**src/timer_pair_pkg.sv**
```systemverilog
// Purpose: Shared constants and types for the cascadable down timer pair
// Assumes: AXI4-Lite register access, 32-bit data, byte addresses
// Notes: Control register layout is common to both timers
package timer_pair_pkg;

  // Register byte offsets
  localparam logic [7:0] CTRL0_OFFSET = 8'h00;
  localparam logic [7:0] RELOAD0_OFFSET = 8'h04;
  localparam logic [7:0] COUNT0_OFFSET = 8'h08;
  localparam logic [7:0] CTRL1_OFFSET = 8'h0c;
  localparam logic [7:0] RELOAD1_OFFSET = 8'h10;
  localparam logic [7:0] COUNT1_OFFSET = 8'h14;
  localparam logic [7:0] STATUS_OFFSET = 8'h18;

  // Control field positions
  localparam int RUN_BIT = 0;
  localparam int MODE_LSB = 1;
  localparam int PULSE_BIT = 3;
  localparam int TRIG_BIT = 4;
  localparam int EDGE_BIT = 5;
  localparam int SRC_BIT = 6;

  // Status field positions
  localparam int FLAG0_BIT = 0;
  localparam int FLAG1_BIT = 1;
  localparam int PIN_BIT = 2;

  // Reset values
  localparam logic [7:0] CTRL_RESET = 8'h00;
  localparam logic [15:0] RELOAD_RESET = 16'h0000;
  localparam logic [15:0] COUNT_RESET = 16'h0000;

  // Bus responses
  localparam logic [1:0] RESP_OKAY = 2'h0;
  localparam logic [1:0] RESP_SLVERR = 2'h2;

  typedef enum logic [1:0] {
    MODE_TIMER = 2'b00,
    MODE_EVENT = 2'b01,
    MODE_ONESHOT = 2'b10
  } mode_type;

  typedef enum logic {
    OS_IDLE = 1'b0,
    OS_ACTIVE = 1'b1
  } os_state_type;

endpackage

```
**src/cascadable_down_timer_pair.sv**
```systemverilog
// Purpose: Two cascadable 16-bit down timers behind an AXI4-Lite slave
// Assumes: Pins synchronous to nothing; clock_i at 125 MHz
// Notes: Timer 1 may use timer 0 underflow as event or trigger
//
// Decided for this implementation: register access over AXI4-Lite and the address map.
`timescale 1ns/10ps
module cascadable_down_timer_pair import timer_pair_pkg::*; #(
  parameter int WIDTH = 16
) (
  input wire logic clock_i,
  input wire logic rst_n_i,
  input wire logic [7:0] s_axi_awaddr_i,
  input wire logic s_axi_awvalid_i,
  output logic s_axi_awready_o,
  input wire logic [31:0] s_axi_wdata_i,
  input wire logic [3:0] s_axi_wstrb_i,
  input wire logic s_axi_wvalid_i,
  output logic s_axi_wready_o,
  output logic [1:0] s_axi_bresp_o,
  output logic s_axi_bvalid_o,
  input wire logic s_axi_bready_i,
  input wire logic [7:0] s_axi_araddr_i,
  input wire logic s_axi_arvalid_i,
  output logic s_axi_arready_o,
  output logic [31:0] s_axi_rdata_o,
  output logic [1:0] s_axi_rresp_o,
  output logic s_axi_rvalid_o,
  input wire logic s_axi_rready_i,
  input wire logic first_timer_trigger_pin_i,
  input wire logic second_timer_trigger_pin_i,
  input wire logic shared_port_pin_i,
  output logic shared_port_pin_o,
  output logic shared_port_pin_oe_n_o,
  output logic second_timer_pulse_pin_o
);
  logic aw_hold;
  logic w_hold;
  logic [7:0] aw_addr;
  logic [31:0] w_data;
  logic [3:0] w_strb;
  logic wr_fire;
  logic [7:0] ctrl0;
  logic [7:0] ctrl1;
  logic [WIDTH-1:0] reload0;
  logic [WIDTH-1:0] reload1;
  logic load0;
  logic load1;
  logic [1:0] flags;
  logic [1:0] flag_clr;
  logic [WIDTH-1:0] count0;
  logic [WIDTH-1:0] count1;
  logic uf0;
  logic uf1;
  logic active1;
  logic pulse0;
  logic pulse1;
  logic level0;
  logic rise0;
  logic fall0;
  logic rise1;
  logic fall1;
  logic [31:0] next_rdata;
  logic [1:0] next_rresp;

  // Apply byte strobes to a word
  function automatic logic [31:0] merge(input logic [31:0] old,
                                        input logic [31:0] val,
                                        input logic [3:0] strb);
    logic [31:0] res;
    res = old;
    for (int i = 0; i < 4; i++) begin
      if (strb[i]) begin
        res[8*i+:8] = val[8*i+:8];
      end
    end
    return res;
  endfunction

  // Write channels accepted independently, one write in flight
  assign s_axi_awready_o = !aw_hold && !s_axi_bvalid_o;
  assign s_axi_wready_o = !w_hold && !s_axi_bvalid_o;
  assign wr_fire = aw_hold && w_hold && !s_axi_bvalid_o;

  // Hold address and data until both have arrived
  always_ff @(posedge clock_i or negedge rst_n_i) begin
    if (!rst_n_i) begin
      aw_hold <= 1'b0;
      w_hold <= 1'b0;
      aw_addr <= 8'h00;
      w_data <= 32'h0000_0000;
      w_strb <= 4'h0;
    end else begin
      if (s_axi_awvalid_i && s_axi_awready_o) begin
        aw_hold <= 1'b1;
        aw_addr <= s_axi_awaddr_i;
      end else if (wr_fire) begin
        aw_hold <= 1'b0;
      end
      if (s_axi_wvalid_i && s_axi_wready_o) begin
        w_hold <= 1'b1;
        w_data <= s_axi_wdata_i;
        w_strb <= s_axi_wstrb_i;
      end else if (wr_fire) begin
        w_hold <= 1'b0;
      end
    end
  end

  // Write response with error for unmapped addresses
  always_ff @(posedge clock_i or negedge rst_n_i) begin
    if (!rst_n_i) begin
      s_axi_bvalid_o <= 1'b0;
      s_axi_bresp_o <= RESP_OKAY;
    end else if (wr_fire) begin
      s_axi_bvalid_o <= 1'b1;
      if (aw_addr == CTRL0_OFFSET || aw_addr == RELOAD0_OFFSET
          || aw_addr == CTRL1_OFFSET || aw_addr == RELOAD1_OFFSET
          || aw_addr == STATUS_OFFSET || aw_addr == COUNT0_OFFSET
          || aw_addr == COUNT1_OFFSET) begin
        s_axi_bresp_o <= RESP_OKAY;
      end else begin
        s_axi_bresp_o <= RESP_SLVERR;
      end
    end else if (s_axi_bready_i) begin
      s_axi_bvalid_o <= 1'b0;
    end
  end

  // Control and reload registers; counter load follows a reload write
  always_ff @(posedge clock_i or negedge rst_n_i) begin
    if (!rst_n_i) begin
      ctrl0 <= CTRL_RESET;
      ctrl1 <= CTRL_RESET;
      reload0 <= RELOAD_RESET;
      reload1 <= RELOAD_RESET;
      load0 <= 1'b0;
      load1 <= 1'b0;
    end else begin
      load0 <= 1'b0;
      load1 <= 1'b0;
      if (wr_fire) begin
        if (aw_addr == CTRL0_OFFSET) begin
          ctrl0 <= 8'(merge({24'h0, ctrl0}, w_data, w_strb));
        end else if (aw_addr == CTRL1_OFFSET) begin
          ctrl1 <= 8'(merge({24'h0, ctrl1}, w_data, w_strb));
        end else if (aw_addr == RELOAD0_OFFSET) begin
          reload0 <= WIDTH'(merge({16'h0, reload0}, w_data, w_strb));
          load0 <= 1'b1;
        end else if (aw_addr == RELOAD1_OFFSET) begin
          reload1 <= WIDTH'(merge({16'h0, reload1}, w_data, w_strb));
          load1 <= 1'b1;
        end
      end
    end
  end

  // Write-one-to-clear on the request flags
  assign flag_clr = (wr_fire && aw_addr == STATUS_OFFSET && w_strb[0])
    ? w_data[1:0] : 2'b00;

  // Sticky request flags; a new underflow beats a clear
  always_ff @(posedge clock_i or negedge rst_n_i) begin
    if (!rst_n_i) begin
      flags <= 2'b00;
    end else begin
      flags <= (flags & ~flag_clr) | {uf1, uf0};
    end
  end

  // Read data selection
  always_comb begin
    next_rdata = 32'h0000_0000;
    next_rresp = RESP_OKAY;
    if (s_axi_araddr_i == CTRL0_OFFSET) begin
      next_rdata = {24'h0, ctrl0};
    end else if (s_axi_araddr_i == RELOAD0_OFFSET) begin
      next_rdata = {16'h0, reload0};
    end else if (s_axi_araddr_i == COUNT0_OFFSET) begin
      next_rdata = {16'h0, count0};
    end else if (s_axi_araddr_i == CTRL1_OFFSET) begin
      next_rdata = {24'h0, ctrl1};
    end else if (s_axi_araddr_i == RELOAD1_OFFSET) begin
      next_rdata = {16'h0, reload1};
    end else if (s_axi_araddr_i == COUNT1_OFFSET) begin
      next_rdata = {16'h0, count1};
    end else if (s_axi_araddr_i == STATUS_OFFSET) begin
      next_rdata = {29'h0, level0, flags};
    end else begin
      next_rresp = RESP_SLVERR;
    end
  end

  // Read channel, one read in flight
  assign s_axi_arready_o = !s_axi_rvalid_o;

  always_ff @(posedge clock_i or negedge rst_n_i) begin
    if (!rst_n_i) begin
      s_axi_rvalid_o <= 1'b0;
      s_axi_rdata_o <= 32'h0000_0000;
      s_axi_rresp_o <= RESP_OKAY;
    end else if (s_axi_arvalid_i && s_axi_arready_o) begin
      s_axi_rvalid_o <= 1'b1;
      s_axi_rdata_o <= next_rdata;
      s_axi_rresp_o <= next_rresp;
    end else if (s_axi_rready_i) begin
      s_axi_rvalid_o <= 1'b0;
    end
  end

  // Trigger and event pin synchronisers
  pin_edge_sync sync0 (
    .clock_i(clock_i),
    .rst_n_i(rst_n_i),
    .pin_i(first_timer_trigger_pin_i),
    .level_o(),
    .rise_o(rise0),
    .fall_o(fall0)
  );

  pin_edge_sync sync1 (
    .clock_i(clock_i),
    .rst_n_i(rst_n_i),
    .pin_i(second_timer_trigger_pin_i),
    .level_o(),
    .rise_o(rise1),
    .fall_o(fall1)
  );

  // Shared port pin level for status readback
  pin_edge_sync sync_port (
    .clock_i(clock_i),
    .rst_n_i(rst_n_i),
    .pin_i(shared_port_pin_i),
    .level_o(level0),
    .rise_o(),
    .fall_o()
  );

  // First timer has no cascade source
  timer_channel #(.WIDTH(WIDTH)) timer0 (
    .clock_i(clock_i),
    .rst_n_i(rst_n_i),
    .ctrl_i(ctrl0),
    .reload_i(reload0),
    .load_i(load0),
    .pin_rise_i(rise0),
    .pin_fall_i(fall0),
    .cascade_i(1'b0),
    .count_o(count0),
    .underflow_o(uf0),
    .active_o(),
    .pulse_o(pulse0)
  );

  // Second timer sees first timer underflows
  timer_channel #(.WIDTH(WIDTH)) timer1 (
    .clock_i(clock_i),
    .rst_n_i(rst_n_i),
    .ctrl_i(ctrl1),
    .reload_i(reload1),
    .load_i(load1),
    .pin_rise_i(rise1),
    .pin_fall_i(fall1),
    .cascade_i(uf0),
    .count_o(count1),
    .underflow_o(uf1),
    .active_o(active1),
    .pulse_o(pulse1)
  );

  // Registered pulse pins; shared pin floats when pulse output is off
  always_ff @(posedge clock_i or negedge rst_n_i) begin
    if (!rst_n_i) begin
      shared_port_pin_o <= 1'b0;
      shared_port_pin_oe_n_o <= 1'b1;
      second_timer_pulse_pin_o <= 1'b0;
    end else begin
      shared_port_pin_o <= pulse0;
      shared_port_pin_oe_n_o <= !ctrl0[PULSE_BIT];
      second_timer_pulse_pin_o <= pulse1;
    end
  end
endmodule // cascadable_down_timer_pair

```
**src/pin_edge_sync.sv**
```systemverilog
// Purpose: Synchronise a pin and report its edges
// Assumes: Pin may change at any time
// Notes: Edges are taken between the second and third stage only
`timescale 1ns/10ps
module pin_edge_sync (
  input wire logic clock_i,
  input wire logic rst_n_i,
  input wire logic pin_i,
  output logic level_o,
  output logic rise_o,
  output logic fall_o
);
  logic meta;
  logic sync;
  logic last;
  logic [2:0] fill;

  // Two-stage synchroniser plus history stage
  always_ff @(posedge clock_i or negedge rst_n_i) begin
    if (!rst_n_i) begin
      meta <= 1'b0;
      sync <= 1'b0;
      last <= 1'b0;
    end else begin
      meta <= pin_i;
      sync <= meta;
      last <= sync;
    end
  end

  // Marks when the history stage holds a real sample, so no false edge follows reset
  always_ff @(posedge clock_i or negedge rst_n_i) begin
    if (!rst_n_i) begin
      fill <= 3'h0;
    end else begin
      fill <= {fill[1:0], 1'b1};
    end
  end

  // Edge pulses from synchronised samples only
  assign level_o = sync;
  assign rise_o = fill[2] & sync & ~last;
  assign fall_o = fill[2] & ~sync & last;
endmodule // pin_edge_sync

```
**src/timer_channel.sv**
```systemverilog
// Purpose: One 16-bit down counter with timer, event and one-shot modes
// Assumes: Control and reload come from the register block
// Notes: Reload is copied to the counter on load_i only while stopped
`timescale 1ns/10ps
module timer_channel import timer_pair_pkg::*; #(
  parameter int WIDTH = 16
) (
  input wire logic clock_i,
  input wire logic rst_n_i,
  input wire logic [7:0] ctrl_i,
  input wire logic [WIDTH-1:0] reload_i,
  input wire logic load_i,
  input wire logic pin_rise_i,
  input wire logic pin_fall_i,
  input wire logic cascade_i,
  output logic [WIDTH-1:0] count_o,
  output logic underflow_o,
  output logic active_o,
  output logic pulse_o
);
  mode_type mode;
  os_state_type state;
  os_state_type next_state;
  logic [WIDTH-1:0] next_count;
  logic run;
  logic run_q;
  logic toggle;
  logic edge_evt;
  logic ext_evt;
  logic start;
  logic tick;

  // Decode control and event sources
  assign mode = mode_type'(ctrl_i[MODE_LSB+:2]);
  assign run = ctrl_i[RUN_BIT];
  assign edge_evt = ctrl_i[EDGE_BIT] ? pin_rise_i : pin_fall_i;
  assign ext_evt = ctrl_i[SRC_BIT] ? cascade_i : edge_evt;
  assign start = (mode == MODE_ONESHOT) && run && (state == OS_IDLE)
    && (ctrl_i[TRIG_BIT] ? ext_evt : !run_q);
  assign tick = (mode == MODE_TIMER) ? 1'b1
    : (mode == MODE_EVENT) ? ext_evt : (state == OS_ACTIVE);

  // Counting independent of any interrupt gating
  always_comb begin
    next_count = count_o;
    next_state = state;
    underflow_o = 1'b0;
    if (!run) begin
      next_state = OS_IDLE;
      if (load_i) begin
        next_count = reload_i;
      end
    end else if (start) begin
      next_state = OS_ACTIVE;
    end else if (tick) begin
      if (count_o == '0) begin
        next_count = reload_i;
        underflow_o = 1'b1;
        if (mode == MODE_ONESHOT) begin
          next_state = OS_IDLE;
        end
      end else begin
        next_count = count_o - WIDTH'(1);
      end
    end
  end

  // Counter, state and run history
  always_ff @(posedge clock_i or negedge rst_n_i) begin
    if (!rst_n_i) begin
      count_o <= COUNT_RESET;
      state <= OS_IDLE;
      run_q <= 1'b0;
    end else begin
      count_o <= next_count;
      state <= next_state;
      run_q <= run;
    end
  end

  // Square wave toggles on each underflow in timer and event modes
  always_ff @(posedge clock_i or negedge rst_n_i) begin
    if (!rst_n_i) begin
      toggle <= 1'b0;
    end else if (!run) begin
      toggle <= 1'b0;
    end else if (underflow_o && mode != MODE_ONESHOT) begin
      toggle <= ~toggle;
    end
  end

  assign active_o = (state == OS_ACTIVE);
  assign pulse_o = ctrl_i[PULSE_BIT]
    & ((mode == MODE_ONESHOT) ? active_o : toggle);
endmodule // timer_channel

```
**config.mk**
```make
export PLATFORM = sky130hd
export DESIGN_NAME = cascadable_down_timer_pair
export DESIGN_NICKNAME = d
export VERILOG_FILES = /design/src/timer_pair_pkg.sv /design/src/cascadable_down_timer_pair.sv /design/src/pin_edge_sync.sv /design/src/timer_channel.sv
export SDC_FILE = /design/constraint.sdc
export NUM_CORES = 1
export LEC_CHECK = 0
export BUFFER_PORTS_ARGS = -buffer_cell sky130_fd_sc_hd__clkbuf_2
export CAP_MARGIN = 20
export CORE_ASPECT_RATIO = 1.25
export CORE_MARGIN = 3
export CORE_UTILIZATION = 58
export CTS_CLUSTER_SIZE = 8
export DETAILED_ROUTE_END_ITERATION = 10
export HOLD_SLACK_MARGIN = 0.15
export PLACE_DENSITY = 0.9
export SYNTH_ARGS = -nofsm -noshare
export SYNTH_HDL_FRONTEND = slang
export SYNTH_HIERARCHICAL = 1
export SYNTH_SLANG_ARGS = --single-unit
```
**constraint.sdc**
```tcl
create_clock -name clock_i -period 3.5 [get_ports clock_i]
set_input_delay 0.35 -clock clock_i [delete_from_list [all_inputs] [get_ports clock_i]]
set_output_delay 0.35 -clock clock_i [all_outputs]
set_load 0.05 [all_outputs]
```
==> metrics.txt, run 1 <==
# TYPE chip_impl_metric gauge
chip_impl_metric{name="combinationalPowerShare",unit=""} 0.227
chip_impl_metric{name="netlist_area",unit="um^2"} 7890
chip_impl_metric{name="first_pass_iters",unit=""} 6
chip_impl_metric{name="hold_violations",unit=""} 0
chip_impl_metric{name="reg2reg_depth",unit=""} 14
chip_impl_metric{name="worst-endpoint-required",unit="ns"} 3.80
chip_impl_metric{name="tritoncts.num_buffers",unit=""} 17
chip_impl_metric{name="number_of_clock_sinks",unit=""} 155
chip_impl_metric{name="final_max_slew_viol_count",unit=""} 0
chip_impl_metric{name="setup_viol_count_final",unit=""} 0
chip_impl_info{name="r2r-end",value="timer1/count_o[9]"} 1
chip_impl_metric{name="fin_setup_tns",unit="ns"} 0
chip_impl_metric{name="grt.total_usage",unit=""} 0.289
chip_impl_metric{name="p_int",unit="mW"} 3.81
chip_impl_metric{name="core_area",unit="um^2"} 13300
chip_impl_metric{name="setup.reg_to_reg.worst_slack",unit="ns"} 0.19
chip_impl_info{name="most-common-layout-cells",value="sky130_fd_sc_hd__dfrtp_1 (154), sky130_fd_sc_hd__mux2_2 (79), sky130_fd_sc_hd__clkbuf_2 (68)"} 1
chip_impl_metric{name="period_share",unit=""} 0.945
chip_impl_info{name="mostFrequentLayoutCell",value="sky130_fd_sc_hd__dfrtp_1"} 1
chip_impl_metric{name="hold-path-cell-count",unit=""} 2
chip_impl_metric{name="cts_max_path_buffers",unit=""} 2
chip_impl_info{name="rsz0062_at_grt",value="no"} 1
chip_impl_metric{name="h-tree-depth",unit=""} 4
chip_impl_metric{name="timing.final.crit_period",unit="ns"} 3.31
chip_impl_info{name="end_kind",value="flop"} 1
chip_impl_metric{name="dr_total_vias",unit=""} 6331
chip_impl_metric{name="power.density",unit="nW/um^2"} 646
chip_impl_info{name="min-delay-start",value="s_axi_wdata_i[8]"} 1
chip_impl_metric{name="seqCellArea",unit="um^2"} 3880
chip_impl_metric{name="start_util",unit=""} 0.593
chip_impl_info{name="min-delay-path-class",value="input port to flop"} 1
chip_impl_metric{name="route.final.wire_length",unit="um"} 20400
chip_impl_metric{name="area_delta_synth_final",unit="%"} 15.4
chip_impl_info{name="critical_path.startpoint_type",value="flop"} 1
chip_impl_metric{name="number_of_antenna_diodes",unit=""} 0
chip_impl_metric{name="design.final.nets",unit=""} 868
chip_impl_info{name="status",value="finished, final reports clean"} 1
chip_impl_metric{name="count_of_max_cap_constraint_violations",unit=""} 0
chip_impl_info{name="cts_tree",value="yes"} 1
chip_impl_metric{name="clock_power_share",unit=""} 0.308
chip_impl_info{name="min_to",value="w_data[8]"} 1
chip_impl_metric{name="vdd_ir_drop_max",unit="mV"} 0.595
chip_impl_metric{name="place.gp.congestion",unit=""} 0.948
chip_impl_metric{name="detail-route-antenna-nets",unit=""} 0
chip_impl_metric{name="grt_pass1_vias",unit=""} 6352
chip_impl_metric{name="ios",unit=""} 106
chip_impl_metric{name="io_buffers",unit=""} 69
chip_impl_metric{name="via_per_inst",unit=""} 6.42
chip_impl_metric{name="fill_cells",unit=""} 923
chip_impl_info{name="r2r_start",value="timer0/count_o[0]"} 1
chip_impl_metric{name="switching_power",unit="mW"} 2.07
chip_impl_metric{name="wl_per_cell",unit="um"} 20.7
chip_impl_metric{name="pin_count_of_the_biggest_net_entering_global_routing",unit=""} 88
chip_impl_metric{name="grt_overflow",unit=""} 0
chip_impl_metric{name="seq_power_share",unit=""} 0.465
chip_impl_metric{name="wire_length_of_the_first_global_routing_pass",unit="um"} 32800
chip_impl_metric{name="die_height",unit="um"} 136
chip_impl_metric{name="grt_antenna_before_repair",unit=""} 0
chip_impl_metric{name="detailedPlacementHpwl",unit="um"} 13900
chip_impl_metric{name="worst_skew_pair_latency",unit="ns"} 0.43
chip_impl_info{name="worstSetupPathType",value="flop to flop"} 1
chip_impl_metric{name="slew_at_the_pin_with_the_worst_max_slew_slack",unit="ns"} 1.05
chip_impl_metric{name="max_freq",unit="MHz"} 302
chip_impl_metric{name="syn-mean-instance-area",unit="um^2"} 11.0
chip_impl_metric{name="die_x",unit="um"} 110
chip_impl_metric{name="drt_drc_violations_left",unit=""} 0
chip_impl_metric{name="gate_count_post_synth",unit=""} 716
chip_impl_metric{name="synth-warning-count",unit=""} 6
chip_impl_metric{name="die_area",unit="um^2"} 15000
chip_impl_metric{name="share_of_final_layout_standard_cells_stronger_than_drive_strength_1",unit=""} 0.261
chip_impl_metric{name="clock-skew-final",unit="ns"} 0.00604
chip_impl_metric{name="critical_path_arrival",unit="ns"} 3.61
chip_impl_metric{name="net_sw_frac",unit=""} 0.352
chip_impl_metric{name="power.static_leakage",unit="nW"} 3.97
chip_impl_metric{name="crit_path_max_fanout",unit=""} 17
chip_impl_metric{name="worst_hold_slack",unit="ns"} 0.164
chip_impl_metric{name="detailedRoute.firstIterationViolations",unit=""} 497
chip_impl_metric{name="footprint_of_the_multi_input_gates",unit="um^2"} 3640
chip_impl_metric{name="clk_pin_slew_worst_paths",unit="ns"} 0.06
chip_impl_metric{name="relSlewSlack",unit=""} 0.299
chip_impl_metric{name="post_cts_resized",unit=""} 0
chip_impl_info{name="cts.root.buffer_cell",value="sky130_fd_sc_hd__clkbuf_16"} 1
chip_impl_metric{name="row_count",unit=""} 47
[worst max-delay path, stage by stage (launching register included)]
cell and delay [ns]:
sky130_fd_sc_hd__dfrtp_1 0.41, sky130_fd_sc_hd__inv_1 0.13, sky130_fd_sc_hd__ha_1 0.18, sky130_fd_sc_hd__nor3b_1 0.28
sky130_fd_sc_hd__nand2_2 0.13, sky130_fd_sc_hd__or2_2 0.31, sky130_fd_sc_hd__a211oi_1 0.32, sky130_fd_sc_hd__buf_4 0.20
sky130_fd_sc_hd__nand2b_1 0.13, sky130_fd_sc_hd__o22ai_1 0.09, sky130_fd_sc_hd__buf_4 0.16, sky130_fd_sc_hd__a21oi_1 0.16
sky130_fd_sc_hd__buf_4 0.22, sky130_fd_sc_hd__o21ai_0 0.13, sky130_fd_sc_hd__a221o_1 0.33
[sequential cells by signal, indices dropped and copies added, names as in the netlist, 3 cells and up]
signal / cells
ctrl0: 8
aw_addr: 8
timer0/count_o: 16
timer1/count_o: 16
w_data: 16
ctrl1: 8
s_axi_rdata_o: 16
sync1/fill: 3
sync0/fill: 3
reload1: 16
reload0: 16
[stage by stage]
step	total power [mW]	util	instances	worst slack [ns]	cell area, um^2
final	5.88	0.685	986	0.192	9100
after global routing	6.15	0.685	986	0.0274	9100
after CTS	5.87	0.685	986	0.265	9100
after detailed placement	4.03	0.626	934	0.373	8320
after global placement	3.95	0.626	934	0.413	8320
after floorplan	3.56	-	735	0.773	7960
[layout make-up]
cell class / count / area share
sequential: 155 / 0.426
multi-input combinational: 494 / 0.400
tap: 171 / 0.0235
inverter: 29 / 0.0120
clock buffer: 18 / 0.0482
clock inverter: 14 / 0.0161
timing repair buffer: 105 / 0.0738
[power groups by stage]
| stage | registers, mW | clock network (mW) | logic [mW] |
|---|---|---|---|
| 3_5_place_dp | 2.73 | 0 | 1.30 |
| 5_1_grt | 2.78 | 1.92 | 1.45 |
| 2_1_floorplan | 2.64 | 0 | 0.924 |
| 3_3_place_gp | 2.71 | 0 | 1.24 |
| 6_report | 2.73 | 1.81 | 1.34 |
| 4_1_cts | 2.71 | 1.84 | 1.32 |
[routing by layer]
layer	global-route usage	up-vias	share of wire	wire [um]
met5	0	-	0	0
met4	0.153	0	0.046	932
met3	0.0665	72	0.079	1620
met2	0.472	386	0.50	10200
met1	0.353	3089	0.38	7690
li1	-	2784	-	-
[repair_timing]
| action | CTS | global route |
|---|---|---|
| hold endpoints to repair | 103 | 0 |
| hold buffers | 20 | 0 |
| endpoints found under the setup margin | 0 | 0 |
| buffers inserted | 0 | 0 |
[worst max-delay path by stage]
stage | start | endpoint | cells after the start
after global placement | timer0/count_o[0] | timer1/count_o[12] | 14
after detailed placement | timer0/count_o[0] | timer1/count_o[12] | 14
after CTS | timer0/count_o[0] | timer1/count_o[12] | 14
after global routing | timer0/count_o[0] | timer1/count_o[12] | 14
after floorplan | timer0/count_o[0] | timer1/count_o[10] | 12
final | timer0/count_o[0] | timer1/count_o[9] | 14
No activity file was read; power rests on OpenSTA's default activity.
==> run 2: changes to the inputs <==
--- a/config.mk
+++ b/config.mk
@@ -14,6 +14,7 @@
 export DETAILED_ROUTE_END_ITERATION = 10
 export HOLD_SLACK_MARGIN = 0.15
 export PLACE_DENSITY = 0.9
+export RECOVER_POWER = 50
 export SYNTH_ARGS = -nofsm -noshare
 export SYNTH_HDL_FRONTEND = slang
 export SYNTH_HIERARCHICAL = 1
==> metrics.txt, run 2 (same netlist as run 1, synthesis figures left out) <==
# TYPE chip_impl_metric gauge
chip_impl_info{name="status",value="finished with violations"} 1
chip_impl_info{name="failed_checks",value="max-capacitance violations, max-slew violations"} 1
chip_impl_metric{name="reg2reg_depth",unit=""} 12
chip_impl_metric{name="clk_pin_slew_worst_paths",unit="ns"} 0.06
chip_impl_metric{name="hold-path-cell-count",unit=""} 2
chip_impl_metric{name="vdd_ir_drop_max",unit="mV"} 0.599
chip_impl_metric{name="grt.total_usage",unit=""} 0.289
chip_impl_metric{name="share_of_final_layout_standard_cells_stronger_than_drive_strength_1",unit=""} 0.232
chip_impl_metric{name="start_util",unit=""} 0.593
chip_impl_metric{name="first_pass_iters",unit=""} 6
chip_impl_metric{name="timing.final.crit_period",unit="ns"} 3.31
chip_impl_info{name="mostFrequentLayoutCell",value="sky130_fd_sc_hd__dfrtp_1"} 1
chip_impl_metric{name="detailedRoute.firstIterationViolations",unit=""} 585
chip_impl_metric{name="row_count",unit=""} 47
chip_impl_metric{name="io_buffers",unit=""} 69
chip_impl_metric{name="tritoncts.num_buffers",unit=""} 17
chip_impl_metric{name="net_sw_frac",unit=""} 0.353
chip_impl_metric{name="worst_path_largest_cell_delay",unit="ns"} 0.45
chip_impl_metric{name="design.final.nets",unit=""} 868
chip_impl_metric{name="core_area",unit="um^2"} 13300
chip_impl_metric{name="die_area",unit="um^2"} 15000
chip_impl_metric{name="detailedPlacementHpwl",unit="um"} 13900
chip_impl_metric{name="buffer_count_from_post_cts_setup_fixing",unit=""} 0
chip_impl_metric{name="grt_antenna_before_repair",unit=""} 0
chip_impl_metric{name="drt_drc_violations_left",unit=""} 0
chip_impl_info{name="cts.root.buffer_cell",value="sky130_fd_sc_hd__clkbuf_16"} 1
chip_impl_info{name="most-common-layout-cells",value="sky130_fd_sc_hd__dfrtp_1 (154), sky130_fd_sc_hd__mux2_2 (79), sky130_fd_sc_hd__clkbuf_2 (48)"} 1
chip_impl_metric{name="die_x",unit="um"} 110
chip_impl_metric{name="total_power",unit="mW"} 5.87
chip_impl_metric{name="hold_violations",unit=""} 0
chip_impl_metric{name="post_cts_resized",unit=""} 0
chip_impl_metric{name="clock-skew-final",unit="ns"} 0.00768
chip_impl_metric{name="power.density",unit="nW/um^2"} 648
chip_impl_metric{name="clock_power_share",unit=""} 0.309
chip_impl_metric{name="cts_max_path_buffers",unit=""} 2
chip_impl_info{name="rsz0062_at_grt",value="no"} 1
chip_impl_info{name="critical-path-slowest-cell",value="sky130_fd_sc_hd__nor2_1"} 1
chip_impl_metric{name="slew_at_the_pin_with_the_worst_max_slew_slack",unit="ns"} 2.17
chip_impl_metric{name="area_delta_synth_final",unit="%"} 14.9
chip_impl_metric{name="critical_path_arrival",unit="ns"} 3.67
chip_impl_metric{name="globalRouteMet1Util",unit=""} 0.353
chip_impl_metric{name="ios",unit=""} 106
chip_impl_metric{name="crit_path_max_fanout",unit=""} 13
chip_impl_metric{name="relSlewSlack",unit=""} -0.448
chip_impl_info{name="path_cells",value="inv_1, ha_1, nor3b_1, nand2_2, or2_2, a211oi_1, buf_4, nand2b_1, o22ai_1, a21o_1, nor2_1, a221o_1"} 1
chip_impl_metric{name="setup_viol_count_final",unit=""} 0
chip_impl_metric{name="globalRouteMet3Util",unit=""} 0.0665
chip_impl_metric{name="use_met2",unit=""} 0.472
chip_impl_metric{name="final_core_utilization",unit=""} 0.682
chip_impl_metric{name="switching_power",unit="mW"} 2.07
chip_impl_metric{name="count_of_max_cap_constraint_violations",unit=""} 1
chip_impl_metric{name="pin_count_of_the_biggest_net_entering_global_routing",unit=""} 88
chip_impl_metric{name="dr_total_vias",unit=""} 6349
chip_impl_metric{name="period_share",unit=""} 0.945
chip_impl_metric{name="wl_per_cell",unit="um"} 20.6
chip_impl_info{name="critical_path.startpoint_type",value="flop"} 1
chip_impl_info{name="worstSetupPathType",value="flop to flop"} 1
chip_impl_info{name="gr-max-usage-layer",value="met2"} 1
chip_impl_metric{name="combinationalPowerShare",unit=""} 0.226
chip_impl_metric{name="place.gp.congestion",unit=""} 0.948
chip_impl_info{name="min-delay-path-class",value="input port to flop"} 1
chip_impl_metric{name="worst-endpoint-required",unit="ns"} 3.87
chip_impl_metric{name="grt_overflow",unit=""} 0
chip_impl_metric{name="p_int",unit="mW"} 3.80
chip_impl_metric{name="via_per_inst",unit=""} 6.44
chip_impl_metric{name="power.static_leakage",unit="nW"} 3.89
chip_impl_metric{name="detail-route-antenna-nets",unit=""} 0
chip_impl_metric{name="wire_length_of_the_first_global_routing_pass",unit="um"} 32800
chip_impl_metric{name="final_max_slew_viol_count",unit=""} 88
chip_impl_metric{name="seq_power_share",unit=""} 0.465
chip_impl_info{name="end_kind",value="flop"} 1
chip_impl_metric{name="max_freq",unit="MHz"} 302
chip_impl_metric{name="grt_pass1_vias",unit=""} 6352
chip_impl_metric{name="fin_setup_tns",unit="ns"} 0
chip_impl_info{name="cts_tree",value="yes"} 1
chip_impl_metric{name="h-tree-depth",unit=""} 4
chip_impl_metric{name="number_of_clock_sinks",unit=""} 155
chip_impl_metric{name="die_height",unit="um"} 136
chip_impl_metric{name="route.final.wire_length",unit="um"} 20300
chip_impl_metric{name="number_of_antenna_diodes",unit=""} 0
chip_impl_metric{name="worst_skew_pair_latency",unit="ns"} 0.43
## run 2: layout make-up
type                       instances  area, um^2
multi-input combinational        494        3640
sequential                       155        3880
inverter                          29         109
clock inverter                    14         146
fill                             938        4230
clock buffer                      18         439
tap                              171         214
timing repair buffer             105         628
## run 2: routing by layer
metal | up-vias | wire length [um]
li1 | 2786 | -
met1 | 3077 | 7600
met2 | 402 | 10000
met3 | 84 | 1690
met4 | 0 | 995
met5 | - | 0
## run 2: critical path, delay by kind of cell, from the launching register on
kind | cells | cell delay (ns)
simple gates | 5 | 1.29
flops | 1 | 0.41
compound gates | 4 | 1.01
fa+ha+maj | 1 | 0.18
buf+inv | 2 | 0.33
## run 2: power by group through the flow
stage                     sequential, mW  clock, mW  combinational (mW)
after global placement              2.71          0                1.24
after global routing                2.78       1.92                1.44
final                               2.73       1.82                1.33
after CTS                           2.71       1.84                1.32
after detailed placement            2.73          0                1.30
after floorplan                     2.64          0               0.924
## run 2: final timing paths
path / start / to / slack (ns)
worst max-delay path: timer0/count_o[0] / timer1/count_o[0] / 0.19
worst min-delay path: s_axi_wdata_i[8] / w_data[8] / 0.16
worst max register to register: timer0/count_o[0] / timer1/count_o[0] / 0.19
worst min register to register: sync0/fill[1] / sync0/fill[2] / 0.35
max in group asynchronous: rst_n_i / ctrl1[0] / 0.86
min in group asynchronous: rst_n_i / s_axi_rdata_o[14] / 1.11
## run 2: metrics by stage
stage | hold WS [ns] | area, um^2 | cells | setup slack [ns]
detailed placement | 0.336 | 8320 | 934 | 0.373
CTS | 0.151 | 9100 | 986 | 0.265
finish | 0.162 | 9060 | 986 | 0.193
global route | 0.151 | 9060 | 986 | 0.0274
floorplan | 0.0544 | 7960 | 735 | 0.773
global placement | 0.332 | 8320 | 934 | 0.413
## run 2: what timing repair did
action                                  4_1_cts  5_1_grt
endpoints found under the setup margin        0        0
hold buffers                                 20        0
endpoints found under the hold margin       103        0
==> run 3: changes to the inputs <==
--- a/config.mk
+++ b/config.mk
@@ -5,15 +5,16 @@
 export SDC_FILE = /design/constraint.sdc
 export NUM_CORES = 1
 export LEC_CHECK = 0
+export ABC_CLOCK_PERIOD_IN_PS = 3500
 export BUFFER_PORTS_ARGS = -buffer_cell sky130_fd_sc_hd__clkbuf_2
 export CAP_MARGIN = 20
 export CORE_ASPECT_RATIO = 1.25
 export CORE_MARGIN = 3
-export CORE_UTILIZATION = 58
+export CORE_UTILIZATION = 50
 export CTS_CLUSTER_SIZE = 8
 export DETAILED_ROUTE_END_ITERATION = 10
 export HOLD_SLACK_MARGIN = 0.15
-export PLACE_DENSITY = 0.9
+export PLACE_DENSITY = 0.72
 export RECOVER_POWER = 50
 export SYNTH_ARGS = -nofsm -noshare
 export SYNTH_HDL_FRONTEND = slang
==> metrics.txt, run 3 (same netlist as run 1, synthesis figures left out) <==
# TYPE chip_impl_metric gauge
chip_impl_metric{name="total_power",unit="mW"} 5.95
chip_impl_metric{name="path_depth",unit=""} 12
chip_impl_metric{name="wl_per_cell",unit="um"} 19.8
chip_impl_metric{name="number_of_clock_sinks",unit=""} 155
chip_impl_metric{name="detail-route-antenna-nets",unit=""} 0
chip_impl_info{name="worstSetupPathType",value="flop to flop"} 1
chip_impl_info{name="cpLargestDelayFamily",value="simple AND/OR/NAND/NOR gates"} 1
chip_impl_metric{name="detailedPlacementHpwl",unit="um"} 14400
chip_impl_metric{name="h-tree-depth",unit=""} 4
chip_impl_info{name="status",value="finished with violations"} 1
chip_impl_info{name="end_kind",value="flop"} 1
chip_impl_metric{name="fill_cells",unit=""} 1263
chip_impl_metric{name="dr_total_vias",unit=""} 6080
chip_impl_metric{name="pin_count_of_the_biggest_net_entering_global_routing",unit=""} 78
chip_impl_metric{name="grt.total_usage",unit=""} 0.238
chip_impl_metric{name="share_of_final_layout_standard_cells_stronger_than_drive_strength_1",unit=""} 0.225
chip_impl_metric{name="worst_hold_slack",unit="ns"} 0.162
chip_impl_metric{name="power.static_leakage",unit="nW"} 3.87
chip_impl_metric{name="detailedRoute.firstIterationViolations",unit=""} 430
chip_impl_info{name="r2r_start",value="timer0/count_o[0]"} 1
chip_impl_metric{name="max_freq",unit="MHz"} 303
chip_impl_metric{name="area_delta_synth_final",unit="%"} 15.2
chip_impl_info{name="rsz0062_at_grt",value="no"} 1
chip_impl_metric{name="seqCellArea",unit="um^2"} 3880
chip_impl_info{name="min-delay-path-class",value="input port to flop"} 1
chip_impl_metric{name="critical_path_arrival",unit="ns"} 3.66
chip_impl_metric{name="period_share",unit=""} 0.943
chip_impl_metric{name="footprint_of_the_multi_input_gates",unit="um^2"} 3640
chip_impl_metric{name="worst_skew_pair_latency",unit="ns"} 0.43
chip_impl_metric{name="reg2reg_depth",unit=""} 12
chip_impl_info{name="mostFrequentLayoutCell",value="sky130_fd_sc_hd__dfrtp_1"} 1
chip_impl_info{name="critical-path-slowest-cell",value="sky130_fd_sc_hd__nor4b_1"} 1
chip_impl_metric{name="crit_path_max_fanout",unit=""} 17
chip_impl_metric{name="grt_pass1_vias",unit=""} 6004
chip_impl_metric{name="count_of_max_cap_constraint_violations",unit=""} 1
chip_impl_metric{name="row_count",unit=""} 50
chip_impl_metric{name="clk_pin_slew_worst_paths",unit="ns"} 0.06
chip_impl_metric{name="start_util",unit=""} 0.519
chip_impl_info{name="min-delay-start",value="s_axi_wdata_i[3]"} 1
chip_impl_metric{name="core_area",unit="um^2"} 15200
chip_impl_info{name="path_cells",value="inv_1, ha_1, nor3b_1, nand2_2, or2_2, a211oi_1, buf_4, nand2b_1, o22ai_1, a21o_2, nor4b_1, a221o_1"} 1
chip_impl_metric{name="die_area",unit="um^2"} 17300
chip_impl_metric{name="die_x",unit="um"} 118
chip_impl_metric{name="hold_violations",unit=""} 0
chip_impl_info{name="cts.root.buffer_cell",value="sky130_fd_sc_hd__clkbuf_16"} 1
chip_impl_info{name="critical_path.startpoint_type",value="flop"} 1
chip_impl_metric{name="worst-path-buf-inv",unit=""} 2
chip_impl_metric{name="power.density",unit="nW/um^2"} 655
chip_impl_metric{name="final_max_slew_viol_count",unit=""} 78
chip_impl_metric{name="number_of_antenna_diodes",unit=""} 0
chip_impl_metric{name="worst_path_largest_cell_delay",unit="ns"} 0.41
chip_impl_metric{name="design.final.nets",unit=""} 861
chip_impl_metric{name="vdd_ir_drop_max",unit="mV"} 0.612
chip_impl_metric{name="grt_antenna_before_repair",unit=""} 0
chip_impl_metric{name="clock-skew-final",unit="ns"} 0.00977
chip_impl_metric{name="hold-path-cell-count",unit=""} 2
chip_impl_metric{name="setup_viol_count_final",unit=""} 0
chip_impl_metric{name="drt_drc_violations_left",unit=""} 0
chip_impl_info{name="failed_checks",value="max-capacitance violations, max-slew violations"} 1
chip_impl_metric{name="via_per_inst",unit=""} 5.98
chip_impl_metric{name="place.gp.congestion",unit=""} 0.884
chip_impl_metric{name="tritoncts.num_buffers",unit=""} 17
chip_impl_metric{name="cts_max_path_buffers",unit=""} 2
chip_impl_metric{name="relSlewSlack",unit=""} -0.296
chip_impl_metric{name="placedCellCount",unit=""} 966
chip_impl_metric{name="ios",unit=""} 106
chip_impl_metric{name="fin_setup_tns",unit="ns"} 0
chip_impl_metric{name="worst-endpoint-required",unit="ns"} 3.86
chip_impl_info{name="cts_tree",value="yes"} 1
chip_impl_metric{name="wire_length_of_the_first_global_routing_pass",unit="um"} 32500
chip_impl_metric{name="route.final.wire_length",unit="um"} 20100
chip_impl_metric{name="die_height",unit="um"} 146
chip_impl_metric{name="slew_at_the_pin_with_the_worst_max_slew_slack",unit="ns"} 1.94
chip_impl_metric{name="timing.final.crit_period",unit="ns"} 3.30
chip_impl_metric{name="io_buffers",unit=""} 69
chip_impl_info{name="worst_setup_path_startpoint",value="timer0/count_o[0]"} 1
chip_impl_metric{name="fin_cells",unit=""} 1016
chip_impl_info{name="most-common-layout-cells",value="sky130_fd_sc_hd__dfrtp_1 (154), sky130_fd_sc_hd__mux2_2 (79), sky130_fd_sc_hd__clkbuf_2 (50)"} 1
chip_impl_metric{name="buffer_count_from_post_cts_setup_fixing",unit=""} 0
chip_impl_metric{name="first_pass_iters",unit=""} 5
chip_impl_metric{name="grt_overflow",unit=""} 0
[run 3: area by class of cell]
type	count	area share
well taps	208	0.0287
clock inverters	9	0.0178
repair buffers	98	0.0635
flip-flops and latches	155	0.427
inverters	29	0.0120
multi-input cells	494	0.400
clock buffers	23	0.0504
[run 3: path summary, 6_finish.rpt]
| check | slack (ns) | end |
|---|---|---|
| worst max-delay path | 0.20 | timer1/count_o[9] |
| worst min-delay path | 0.16 | w_data[3] |
| worst max register to register | 0.20 | timer1/count_o[9] |
| worst min register to register | 0.35 | sync_port/level_o |
| max in group asynchronous | 1.01 | timer1/count_o[12] |
| min in group asynchronous | 1.00 | reload0[11] |
[run 3: power by group]
group          total (mW)  internal, mW  switching, mW  leakage, nW
Clock                1.94          1.22          0.723        0.293
Combinational        1.30         0.546          0.749         1.62
Sequential           2.71          2.18          0.536         1.96
[run 3: repair_timing]
| action | 4_1_cts | 5_1_grt |
|---|---|---|
| endpoints found under the hold margin | 91 | 0 |
| hold buffers | 18 | 0 |
| gates resized for setup | 0 | 1 |
| endpoints found under the setup margin | 0 | 5 |
[run 3: stage by stage]
stage / setup slack, ns / cell area [um^2] / util
6_report: 0.200 / 9080 / 0.597
4_1_cts: 0.206 / 9120 / 0.600
5_1_grt: 0.0396 / 9080 / 0.597
2_1_floorplan: 0.773 / 7960 / -
3_5_place_dp: 0.348 / 8320 / 0.547
3_3_place_gp: 0.379 / 8320 / 0.547
[run 3: worst reg2reg max path, delay by kind of cell, from the launching register on]
kind | cells | cell delay (ns)
AOI/OAI and AO/OA | 4 | 1.06
adders and majority gates | 1 | 0.18
buffers and inverters | 2 | 0.32
DFF | 1 | 0.40
and+or+nand+nor | 5 | 1.27
[run 3: routing by layer]
layer,routed length [um],track usage,part of all wire
met3,1270,0.0558,0.063
met2,9830,0.393,0.49
met5,0,0,0
met4,738,0.107,0.037
met1,8250,0.299,0.41
